===== src/bridge_pkg.sv =====
// Purpose: shared constants and types for the bridge input control logic
// Assumes: four half-bridges, four PWM inputs, 32-bit Wishbone registers
// Notes: register offsets are byte addresses of aligned words
package bridge_pkg;

  // register byte offsets
  localparam logic [7:0] MODE_OFS = 8'h00;
  localparam logic [7:0] STATE_OFS = 8'h04;
  localparam logic [7:0] MAP_OFS = 8'h08;
  localparam logic [7:0] PWMCFG_OFS = 8'h0C;
  localparam logic [7:0] HCTRL_OFS = 8'h10;
  localparam logic [7:0] STATUS_OFS = 8'h14;

  // reset values
  localparam logic [1:0] MODE_RST = 2'h0;
  localparam logic [7:0] STATE_RST = 8'h00;
  localparam logic [7:0] MAP_RST = 8'hE4;
  localparam logic [7:0] PWMCFG_RST = 8'h00;
  localparam logic [11:0] HCTRL_RST = 12'h000;

  // field positions in the hbridge control register
  localparam int EN_SRC_POS = 0;
  localparam int PH_SRC_POS = 2;
  localparam int EN_VAL_POS = 4;
  localparam int PH_VAL_POS = 6;
  localparam int FW_SIDE_POS = 8;
  localparam int FLOAT_POS = 10;
  // field positions in the pwm config register
  localparam int DRV_SIDE_POS = 0;
  localparam int FW_TYPE_POS = 4;

  typedef enum logic [1:0] {
    MODE_HALF = 2'b00,
    MODE_PHEN = 2'b01,
    MODE_DPWM = 2'b10,
    MODE_SPLIT = 2'b11
  } bridge_mode_t;

  typedef enum logic [1:0] {
    HB_FLOAT = 2'b00,
    HB_LOW = 2'b01,
    HB_HIGH = 2'b10,
    HB_PWM = 2'b11
  } hb_state_t;

  // one gate command pair
  typedef struct packed {
    logic high_gate;
    logic low_gate;
  } gate_pair_t;

  // wishbone request
  typedef struct packed {
    logic cyc;
    logic stb;
    logic we;
    logic [7:0] adr;
    logic [3:0] sel;
    logic [31:0] dat;
  } wb_req_t;

endpackage


===== src/bridge_input_control.sv =====
// Purpose: map PWM pins and register fields to four gate command pairs
// Assumes: dead time is inserted by a later gate sequencing block
// Notes: registers on classic Wishbone, one-cycle ack
`timescale 1ns/10ps
`default_nettype none
module bridge_input_control (
  input wire logic CLK,
  input wire logic RESET_N,
  input wire logic STRAP_VARIANT,
  input wire logic [1:0] STRAP_MODE,
  input wire logic [3:0] PWM_IN,
  input wire logic WB_CYC_I,
  input wire logic WB_STB_I,
  input wire logic WB_WE_I,
  input wire logic [7:0] WB_ADR_I,
  input wire logic [3:0] WB_SEL_I,
  input wire logic [31:0] WB_DAT_I,
  output logic [31:0] WB_DAT_O,
  output logic WB_ACK_O,
  output logic [3:0] HIGH_GATE_OUT,
  output logic [3:0] LOW_GATE_OUT
);

  bridge_pkg::wb_req_t req;
  logic [3:0] pin_sync;
  logic [2:0] strap_sync;
  logic strap_var_r, strap_var_nxt;
  logic [1:0] strap_mode_r, strap_mode_nxt;
  logic [1:0] mode_r, mode_nxt;
  logic [7:0] state_r, state_nxt;
  logic [7:0] map_r, map_nxt;
  logic [7:0] pwmcfg_r, pwmcfg_nxt;
  logic [11:0] hctrl_r, hctrl_nxt;
  logic ack_r, ack_nxt;
  logic [31:0] rdat_r, rdat_nxt;
  logic [3:0] high_r, high_nxt;
  logic [3:0] low_r, low_nxt;
  logic [1:0] eff_mode;
  logic wr_en;
  logic rd_en;

  assign req = '{cyc: WB_CYC_I, stb: WB_STB_I, we: WB_WE_I,
                 adr: WB_ADR_I, sel: WB_SEL_I, dat: WB_DAT_I};

  // pins pass two flops before decode
  input_sync #(.WIDTH(4)) u_pin_sync (
    .clk(CLK),
    .reset_n(RESET_N),
    .pin_in(PWM_IN),
    .sync_out(pin_sync)
  );

  input_sync #(.WIDTH(3)) u_strap_sync (
    .clk(CLK),
    .reset_n(RESET_N),
    .pin_in({STRAP_VARIANT, STRAP_MODE}),
    .sync_out(strap_sync)
  );

  // merge a written byte lane into a register byte
  function automatic logic [7:0] lane(input logic [7:0] old,
                                      input logic [7:0] dat,
                                      input logic en);
    lane = en ? dat : old;
  endfunction

  // half-bridge gates from its state and pwm config
  function automatic bridge_pkg::gate_pair_t half_gate(
      input logic [1:0] st, input logic pwm,
      input logic side, input logic fwtype);
    bridge_pkg::gate_pair_t g;
    g = '{high_gate: 1'b0, low_gate: 1'b0};
    case (st)
      bridge_pkg::HB_FLOAT: g = '{high_gate: 1'b0, low_gate: 1'b0};
      bridge_pkg::HB_LOW: g = '{high_gate: 1'b0, low_gate: 1'b1};
      bridge_pkg::HB_HIGH: g = '{high_gate: 1'b1, low_gate: 1'b0};
      bridge_pkg::HB_PWM: begin
        if (!side) begin
          g.high_gate = pwm;
          g.low_gate = fwtype ? 1'b0 : ~pwm;
        end else begin
          g.low_gate = pwm;
          g.high_gate = fwtype ? 1'b0 : ~pwm;
        end
      end
      default: g = '{high_gate: 1'b0, low_gate: 1'b0};
    endcase
    half_gate = g;
  endfunction

  // hbridge direction/enable decode, returns {gh1,gl1,gh2,gl2}
  function automatic logic [3:0] phen_gate(input logic en, input logic ph,
                                           input logic fw, input logic flt);
    logic [3:0] g;
    g = 4'h0;
    if (flt) begin
      g = 4'h0;
    end else if (!en) begin
      g = fw ? 4'hA : 4'h5;
    end else begin
      g = ph ? 4'h9 : 4'h6;
    end
    phen_gate = g;
  endfunction

  // strap levels taken from the synchroniser every cycle
  always_comb begin
    strap_var_nxt = strap_sync[2];
    strap_mode_nxt = strap_sync[1:0];
  end

  // capture register for the synced strap levels
  always_ff @(posedge CLK or negedge RESET_N) begin
    if (!RESET_N) begin
      strap_var_r <= 1'b0;
      strap_mode_r <= 2'h0;
    end else begin
      strap_var_r <= strap_var_nxt;
      strap_mode_r <= strap_mode_nxt;
    end
  end

  // mode from straps or register
  assign eff_mode = strap_var_r ? strap_mode_r : mode_r;

  // register bus slave: one-cycle ack, unmapped reads zero
  // write lands on the edge where the master samples ack high
  assign wr_en = req.cyc & req.stb & req.we & ack_r;
  // read data registered on the taking edge so it stands with ack
  assign rd_en = req.cyc & req.stb & ~req.we & ~ack_r;

  always_comb begin
    mode_nxt = mode_r;
    state_nxt = state_r;
    map_nxt = map_r;
    pwmcfg_nxt = pwmcfg_r;
    hctrl_nxt = hctrl_r;
    ack_nxt = req.cyc & req.stb & ~ack_r;
    rdat_nxt = 32'h0000_0000;
    if (wr_en) begin
      case (req.adr)
        bridge_pkg::MODE_OFS: begin
          if (req.sel[0]) begin
            mode_nxt = req.dat[1:0];
          end
        end
        bridge_pkg::STATE_OFS: state_nxt = lane(state_r, req.dat[7:0],
                                                req.sel[0]);
        bridge_pkg::MAP_OFS: map_nxt = lane(map_r, req.dat[7:0],
                                            req.sel[0]);
        bridge_pkg::PWMCFG_OFS: pwmcfg_nxt = lane(pwmcfg_r, req.dat[7:0],
                                                  req.sel[0]);
        bridge_pkg::HCTRL_OFS: begin
          hctrl_nxt[7:0] = lane(hctrl_r[7:0], req.dat[7:0], req.sel[0]);
          if (req.sel[1]) begin
            hctrl_nxt[11:8] = req.dat[11:8];
          end
        end
        default: mode_nxt = mode_r;
      endcase
    end
    // reads return the addressed field, zero-extended
    if (rd_en) begin
      case (req.adr)
        bridge_pkg::MODE_OFS: rdat_nxt = {30'h0, mode_r};
        bridge_pkg::STATE_OFS: rdat_nxt = {24'h0, state_r};
        bridge_pkg::MAP_OFS: rdat_nxt = {24'h0, map_r};
        bridge_pkg::PWMCFG_OFS: rdat_nxt = {24'h0, pwmcfg_r};
        bridge_pkg::HCTRL_OFS: rdat_nxt = {20'h0, hctrl_r};
        bridge_pkg::STATUS_OFS: rdat_nxt = {17'h0, strap_var_r,
                                            eff_mode, pin_sync,
                                            high_r, low_r};
        default: rdat_nxt = 32'h0000_0000;
      endcase
    end
  end

  // register file and bus answer flops
  always_ff @(posedge CLK or negedge RESET_N) begin
    if (!RESET_N) begin
      mode_r <= bridge_pkg::MODE_RST;
      state_r <= bridge_pkg::STATE_RST;
      map_r <= bridge_pkg::MAP_RST;
      pwmcfg_r <= bridge_pkg::PWMCFG_RST;
      hctrl_r <= bridge_pkg::HCTRL_RST;
      ack_r <= 1'b0;
      rdat_r <= 32'h0000_0000;
    end else begin
      mode_r <= mode_nxt;
      state_r <= state_nxt;
      map_r <= map_nxt;
      pwmcfg_r <= pwmcfg_nxt;
      hctrl_r <= hctrl_nxt;
      ack_r <= ack_nxt;
      rdat_r <= rdat_nxt;
    end
  end

  // bus outputs straight from flops
  assign WB_ACK_O = ack_r;
  assign WB_DAT_O = rdat_r;

  // gate decode per mode
  always_comb begin
    bridge_pkg::gate_pair_t gp;
    logic [1:0] sel;
    logic [1:0] st;
    logic side;
    logic fwt;
    logic [3:0] hg;
    logic en;
    logic ph;
    logic fws;
    gp = '{high_gate: 1'b0, low_gate: 1'b0};
    sel = 2'h0;
    st = 2'h0;
    side = 1'b0;
    fwt = 1'b0;
    hg = 4'h0;
    en = 1'b0;
    ph = 1'b0;
    fws = 1'b0;
    high_nxt = 4'h0;
    low_nxt = 4'h0;
    case (eff_mode)
      bridge_pkg::MODE_HALF: begin
        for (int i = 0; i < 4; i++) begin
          if (strap_var_r) begin
            sel = 2'(i);
            st = bridge_pkg::HB_PWM;
            side = 1'b0;
            fwt = 1'b0;
          end else begin
            sel = map_r[2*i +: 2];
            st = state_r[2*i +: 2];
            side = pwmcfg_r[bridge_pkg::DRV_SIDE_POS + i];
            fwt = pwmcfg_r[bridge_pkg::FW_TYPE_POS + i];
          end
          gp = half_gate(st, pin_sync[sel], side, fwt);
          high_nxt[i] = gp.high_gate;
          low_nxt[i] = gp.low_gate;
        end
      end
      bridge_pkg::MODE_PHEN: begin
        for (int b = 0; b < 2; b++) begin
          en = hctrl_r[bridge_pkg::EN_SRC_POS + b] ?
               hctrl_r[bridge_pkg::EN_VAL_POS + b] : pin_sync[2*b];
          ph = hctrl_r[bridge_pkg::PH_SRC_POS + b] ?
               hctrl_r[bridge_pkg::PH_VAL_POS + b] : pin_sync[2*b+1];
          fws = strap_var_r ? 1'b0 :
                hctrl_r[bridge_pkg::FW_SIDE_POS + b];
          hg = phen_gate(en, ph, fws, hctrl_r[bridge_pkg::FLOAT_POS + b]);
          high_nxt[2*b] = hg[3];
          low_nxt[2*b] = hg[2];
          high_nxt[2*b+1] = hg[1];
          low_nxt[2*b+1] = hg[0];
        end
      end
      // dual pwm and split modes leave every gate off
      default: begin
        high_nxt = 4'h0;
        low_nxt = 4'h0;
      end
    endcase
  end

  // gate command flops
  always_ff @(posedge CLK or negedge RESET_N) begin
    if (!RESET_N) begin
      high_r <= 4'h0;
      low_r <= 4'h0;
    end else begin
      high_r <= high_nxt;
      low_r <= low_nxt;
    end
  end

  // gate outputs straight from flops
  assign HIGH_GATE_OUT = high_r;
  assign LOW_GATE_OUT = low_r;

endmodule // bridge_input_control
`default_nettype wire


===== src/input_sync.sv =====
// Purpose: two-flop synchroniser for a group of pin levels
// Assumes: inputs are slow levels relative to CLK
// Notes: first stage feeds only the second stage
`timescale 1ns/10ps
`default_nettype none
module input_sync #(
  parameter int WIDTH = 4
) (
  input wire logic clk,
  input wire logic reset_n,
  input wire logic [WIDTH-1:0] pin_in,
  output logic [WIDTH-1:0] sync_out
);

  logic [WIDTH-1:0] meta_r;
  logic [WIDTH-1:0] sync_r;

  // two registering stages
  always_ff @(posedge clk or negedge reset_n) begin
    if (!reset_n) begin
      meta_r <= '0;
      sync_r <= '0;
    end else begin
      meta_r <= pin_in;
      sync_r <= meta_r;
    end
  end

  assign sync_out = sync_r;

endmodule // input_sync
`default_nettype wire

===== config.mk =====
export PLATFORM = sky130hd
export DESIGN_NAME = bridge_input_control
export DESIGN_NICKNAME = d
export VERILOG_FILES = /design/src/bridge_pkg.sv /design/src/bridge_input_control.sv /design/src/input_sync.sv
export SDC_FILE = /design/constraint.sdc
export NUM_CORES = 1
export LEC_CHECK = 0
export ABC_AREA = 1
export CAP_MARGIN = 0
export CORE_MARGIN = 5
export CORE_UTILIZATION = 55
export CTS_CLUSTER_DIAMETER = 50
export DETAILED_ROUTE_END_ITERATION = 10
export DONT_BUFFER_PORTS = 1
export GPL_TIMING_DRIVEN = 0
export PLACE_DENSITY = 0.8
export SLEW_MARGIN = 20
export SYNTH_ARGS = -nofsm -noshare
export SYNTH_HDL_FRONTEND = slang
export SYNTH_HIERARCHICAL = 1
export SYNTH_SLANG_ARGS = --single-unit

===== constraint.sdc =====
create_clock -name CLK -period 1.2 [get_ports CLK]
set_input_delay 0 -clock CLK [delete_from_list [all_inputs] [get_ports CLK]]
set_output_delay 0 -clock CLK [all_outputs]
set_load 0.005 [all_outputs]

==> flow_summary_export.csv, run 1 <==
group,metric,value,unit
global_route,grt-busiest-layer,"met2",
final_layout,n_antenna_cell,0,
synth,yosysSeqAreaShare,0.488,
route,drtIter0Drc,272,
sta,finalCritPeriodShare,1.22,
power,p_leak,2.62,nW
global_route,grt_use_met1,0.323,
die,io_pins,97,
worst_setup_path,cp_max_fo,8,
placed_design,dp_hpwl,7.33,mm
synth,synth_cells,512,
die,die_w,95.9,µm
min_path,hold_class,"in2async",
worst_setup_path,arrival,1.73,ns
route,via_per_inst,5.53,
die,dieArea,9200,µm²
placed_design,place.gp.congestion,0.889,
sta,slew_viol_final,0,
sta,hold_ws,-0.680,ns
synth,synth.top_cell.area_share,0.462,
global_route,grt_start_max_net_pins,80,
clock_network,worstSkewPairLatency,0.36,ns
global_route,grt_use_met3,0.0704,
power,power_density,984,nW/µm²
worst_setup_path,worstSetupEndpointType,"flop",
sta,fin_tns_setup,-4.98,ns
route,post-route-drc-count,0,
synth,syn-mean-instance-area,7.93,µm²
synth,synth-seq-cells,79,
final_layout,fin_cells,689,
route,wirelength,11.8,mm
global_route,grt_first_pass_wirelength,18.1,mm
global_route,gr-usage-met2,0.441,
synth,ys_types,29,
placed_design,io_buffers,0,
placed_design,place_ws,-0.258,ns
synth,synth-main-ff-cell,"dfrtp_1",
sta,fmax,680,MHz
sta,rsz0062_at_grt,"true",
worst_setup_path,worstPathRequired,1.46,ns
final_layout,seq_area,1980,µm²
final_layout,multi_input_area,2020,µm²
final_layout,drive_gt1_frac,0.305,
worst_setup_path,critical_path_class,"reg2reg",
worst_setup_path,worst_r2r_path_depth,11,
worst_setup_path,startpoint,"strap_var_r",
die,die_h,95.9,µm
placed_design,place_inst,627,
clock_network,cts_hold_buf,28,
synth,synth_largest_area_cell,"dfrtp_1",
route,first_pass_iters,6,
sta,setup_violations,40,
global_route,grt_pass1_vias,3619,
worst_setup_path,critPathLaunchType,"flop",
synth,synthesis.area,4060,µm²
clock_network,clkTransAtPathRegs,0.08,ns
outcome,status,"finished, violations left",
final_layout,area_growth,28.5,%
route,ant_nets,0,
global_route,grt_use_total,0.264,
global_route,overflow,0,
synth,yosys_warnings,6,
die,core_area,7210,µm²
worst_setup_path,worstReg2RegStart,"strap_var_r",
sta,setup_ws,-0.270,ns
flow_run,cap_violations,0,
die,initial_utilization,0.563,
outcome,violations,"hold timing, setup timing",
global_route,antenna_found_initial,0,
clock_network,numCtsBuffers,9,
clock_network,cts_buffer_depth,2,
die,rows,31,
clock_network,tritoncts,"built",
clock_network,cts-root-buf,"clkbuf_8",
power,ir_drop,0.000723,V
final_layout,nFillCells,530,
synth,synth-edff-count,0,
clock_network,h-tree-depth,3,
sta,final-hold-violation-count,79,
sta,layout_min_cycle_time,1.47,ns
synth,synthArstFlopShare,1.00,
sta,finClkSkew,0.00707,ns
route,wl_per_cell,17.1,µm
synth,synth_area_leaders,"dfrtp_1 46%, nand2_1 15%, nand3_1 6.0%",
clock_network,cts.sinks,79,
route,via_count,3812,
final_layout,nets,641,
flip-flops by register name, indices dropped and copies added (netlist names):
register	count
HIGH_GATE_OUT	4
LOW_GATE_OUT	4
WB_ACK_O	1
WB_DAT_O	15
hctrl_r	12
map_r	8
mode_r	2
pwmcfg_r	8
state_r	8
strap_mode_r	2
strap_var_r	1
u_pin_sync/meta_r	4
u_pin_sync/sync_out	4
u_strap_sync/meta_r	3
u_strap_sync/sync_out	3
layout by cell type, fill, tap and decap left out, types with 2 or more instances in the layout:
master / n
inv_1: 42
o21ai_1: 18
nand2_2: 39
nor2_4: 12
clkbuf_1: 2
clkbuf_8: 11
buf_4: 28
nor2_1: 45
dfstp_2: 4
o21ai_0: 14
clkinv_2: 2
nand3_4: 3
a21oi_1: 5
nand3_1: 39
nand2_1: 120
inv_2: 8
nand2_4: 13
dfrtp_1: 74
nand3_2: 8
o21ai_2: 13
a21oi_2: 6
dlygate4sd3_1: 28
buf_6: 16
nor2_2: 6
nand3b_1: 4
conb_1: 17
layout make-up:
class,instances,area share
plain buffers,29,0.0490
clock buffers,13,0.0305
clock inverters,3,0.00336
inverters,54,0.0427
multi-input cells,367,0.387
flip-flops and latches,79,0.380
well taps,99,0.0238
repair buffers,45,0.0835
what timing repair did:
action	CTS	global route
pin swaps	22	13
setup endpoints to repair	48	55
gates cloned	6	0
resized for setup	65	64
hold endpoints to repair	131	79
setup buffers	11	1
critical path, cell delays in order (launching register included):
cell and delay, ns:
dfrtp_1 0.40, buf_6 0.18, clkinv_8 0.08, buf_8 0.15
nand3_4 0.07, nand3_4 0.08, nand2_2 0.09, nand2_2 0.05
nand2_2 0.07, nand2_1 0.05, nand2_1 0.08, nand2_1 0.05
cells by family after synthesis:
family | synth area share
buffers and inverters | 0.111
and+or+nand+nor | 0.319
AOI/OAI and AO/OA | 0.0758
muxes | 0.00555
other | 0.000924
DFF | 0.488
cells in the mapped netlist (2+ instances only):
cell      instances
buf_6             7
a21oi_1           8
nor2_1           51
a21oi_2           3
dfstp_2           4
nand3_1          49
nor2_2            4
o21ai_0          37
nor2_4            8
inv_1            42
buf_2             2
nand3b_1          4
o21ai_1           8
nand2_1         162
dfrtp_1          75
nand2_4           5
nand2_2           4
inv_2             9
buf_4            20
where the power goes:
group | leakage, nW | switching, W | total, W | internal, W
clock | 0.0894 | 0.000960 | 0.00182 | 0.000859
sequential | 0.976 | 0.0000586 | 0.00278 | 0.00272
combinational | 1.55 | 0.000302 | 0.000530 | 0.000228
stage by stage:
step / instance area [µm²] / power, W / util
2_1_floorplan: 4140 / 0.00309 / -
3_3_place_gp: 4260 / 0.00317 / 0.591
3_5_place_dp: 4260 / 0.00318 / 0.591
4_1_cts: 5020 / 0.00510 / 0.696
5_1_grt: 5210 / 0.00530 / 0.723
6_report: 5210 / 0.00513 / 0.723
layer usage:
layer  part of all wire  routed length [µm]  vias to the layer above
li1                   -                   -                     1719
met1               0.37                4400                     1808
met2               0.50                5860                      228
met3              0.087                1020                       57
met4              0.043                 503                        0
met5                  0                   0                        -
final timing paths:
path                       slack, ns                      to
max in group asynchronous       1.67                map_r[7]
hold / removal                 -0.68  u_strap_sync/meta_r[2]
setup reg to reg               -0.27        HIGH_GATE_OUT[2]
hold reg to reg                 0.35             strap_var_r
setup / recovery               -0.27        HIGH_GATE_OUT[2]
min in group CLK                0.01              state_r[2]
No activity file was read; power rests on OpenSTA's default activity.
==> run 2: changes to the inputs <==
--- a/config.mk
+++ b/config.mk
@@ -13,7 +13,7 @@
 export DETAILED_ROUTE_END_ITERATION = 10
 export DONT_BUFFER_PORTS = 1
 export GPL_TIMING_DRIVEN = 0
-export PLACE_DENSITY = 0.8
+export PLACE_DENSITY = 0.77
 export SLEW_MARGIN = 20
 export SYNTH_ARGS = -nofsm -noshare
 export SYNTH_HDL_FRONTEND = slang
==> constraint.sdc (replaced) <==
create_clock -name CLK -period 1.7 [get_ports CLK]
set_input_delay 0 -clock CLK [delete_from_list [all_inputs] [get_ports CLK]]
set_output_delay 0 -clock CLK [all_outputs]
set_load 0.005 [all_outputs]
==> run 2 against run 1 <==
The run ends with hold timing left. Clock power decreased by 25%. Fmax decreased by 8.7%. Largest cell class is now sequential cells. Clock skew decreased by 0.00077 ns. Combinational power decreased by 41%. Highest routed layer unchanged. Final cell count decreased by 2.8%. Die area unchanged.
==> flow_summary_export.csv, run 2 (same netlist as run 1, synthesis figures left out) <==
group,metric,value,unit
worst_setup_path,worstReg2RegStart,"WB_ACK_O",
route,via_count,3461,
power,p_switching,0.000880,W
route,drtIter0Drc,243,
die,core_area,7210,µm²
sta,rsz0062_at_grt,"false",
worst_setup_path,worstPathRequired,1.94,ns
sta,setup_violations,0,
die,die_h,95.9,µm
power,power_frac_seq,0.539,
min_path,hold_class,"in2async",
sta,final-hold-violation-count,80,
placed_design,io_buffers,0,
route,via_per_inst,5.17,
sta,finalCritPeriodShare,0.947,
global_route,grt_pass1_vias,3434,
clock_network,tritoncts,"built",
worst_setup_path,cp_max_fo,7,
clock_network,h-tree-depth,3,
route,first_pass_iters,7,
final_layout,largest_register_ffs,15,
power,p_int,0.00275,W
worst_setup_path,critical_path_class,"reg2reg",
die,rows,31,
final_layout,final_cell_mix,"160 x nand2_1, 75 x dfrtp_1, 51 x nor2_1",
clock_network,numCtsBuffers,9,
worst_setup_path,arrival,1.85,ns
die,initial_utilization,0.563,
power,p_leak,2.41,nW
sta,hold_ws,-0.668,ns
final_layout,area_growth,16.5,%
global_route,grt_start_max_net_pins,80,
final_layout,drive_gt1_frac,0.156,
power,ir_drop,0.000479,V
clock_network,cts_buffer_depth,2,
worst_setup_path,startpoint,"WB_ACK_O",
clock_network,cts-root-buf,"clkbuf_8",
final_layout,nets,624,
clock_network,worstSkewPairLatency,0.36,ns
final_layout,final_common_cell,"nand2_1",
worst_setup_path,critPathLaunchType,"flop",
die,io_pins,97,
global_route,overflow,0,
placed_design,place.gp.congestion,0.928,
worst_setup_path,worstSetupEndpointType,"flop",
sta,fin_tns_setup,0,ns
sta,finClkSkew,0.00630,ns
die,dieArea,9200,µm²
placed_design,dp_hpwl,7.36,mm
sta,fmax,621,MHz
power,power_density,768,nW/µm²
route,wirelength,10.2,mm
outcome,status,"finished, violations left",
outcome,violations,"hold timing",
flow_run,cap_violations,0,
power,p_sw_frac,0.242,
route,wl_per_cell,15.2,µm
global_route,grt_first_pass_wirelength,16.4,mm
sta,slew_viol_final,0,
clock_network,clkTransAtPathRegs,0.08,ns
die,die_w,95.9,µm
route,ant_nets,0,
final_layout,n_antenna_cell,0,
power,comb_power_share,0.087,
global_route,grt_use_total,0.235,
clock_network,cts.sinks,79,
global_route,antenna_found_initial,0,
power,clkPwrFrac,0.375,
sta,layout_min_cycle_time,1.61,ns
route,post-route-drc-count,0,
power,power,0.00363,W
run 2: changes by cell type in the layout (fill, tap and decap cells not counted), sizes merged:
cell / change
clkinv: -1
bufinv: +1
clkbuf: -3
inv: +1
nand2: -1
buf: -16
run 2: power by group through the flow:
stage          logic (W)  registers [W]  clock network, W
2_1_floorplan   0.000202        0.00198                 0
3_3_place_gp    0.000241        0.00199                 0
3_5_place_dp    0.000247        0.00199                 0
4_1_cts         0.000303        0.00196           0.00139
5_1_grt         0.000348        0.00196           0.00148
6_report        0.000315        0.00196           0.00136
run 2: critical path: stages (launching register included):
cell and delay, ns:
dfrtp_1 0.40, nand2_2 0.09, nor2_4 0.16, nand3_4 0.12
nand2_1 0.07, o21ai_0 0.08, dlygate4sd3_1 0.57
run 2: path summary, 6_finish.rpt:
path                                           to  slack [ns]  depth (start not counted)
min reg2reg                u_pin_sync/sync_out[0]        0.35                          0
max                                   hctrl_r[11]        0.09                          6
min in group CLK                      hctrl_r[10]       -0.02                          4
min                                     mode_r[1]       -0.67                          0
max in group asynchronous                map_r[6]        2.16                          0
max reg2reg                           hctrl_r[11]        0.09                          6
run 2: cell type report:
type / instances / area (µm²)
fill: 603 / 2490
sequential: 79 / 1980
multi-input combinational: 366 / 1700
timing repair buffer: 29 / 288
buffer: 29 / 239
inverter: 54 / 210
clock buffer: 10 / 138
tap: 99 / 124
clock inverter: 4 / 47.5
run 2: per-layer routing:
metal / vias up / global-route usage / routed length [µm]
met5: - / 0 / 0
li1: 1678 / - / -
met2: 157 / 0.385 / 4810
met4: 0 / 0.0758 / 225
met1: 1606 / 0.307 / 4210
met3: 20 / 0.0579 / 925
run 2: repair_timing:
| item | 4_1_cts | 5_1_grt |
|---|---|---|
| gates resized for setup | 0 | 3 |
| hold endpoints to repair | 131 | 80 |
| buffers inserted | 0 | 1 |
| hold buffers | 29 | 1 |
| setup endpoints to repair | 0 | 4 |
run 2: metrics by stage:
stage / hold slack (ns) / util / worst slack [ns] / std cells / instance area [µm²]
floorplan: -0.296 / - / 0.472 / 528 / 4120
global placement: -0.294 / 0.588 / 0.237 / 627 / 4240
detailed placement: -0.294 / 0.588 / 0.178 / 627 / 4240
CTS: -0.682 / 0.654 / 0.0886 / 670 / 4720
global route: -0.702 / 0.655 / 0.00798 / 670 / 4730
finish: -0.668 / 0.655 / 0.0907 / 670 / 4730
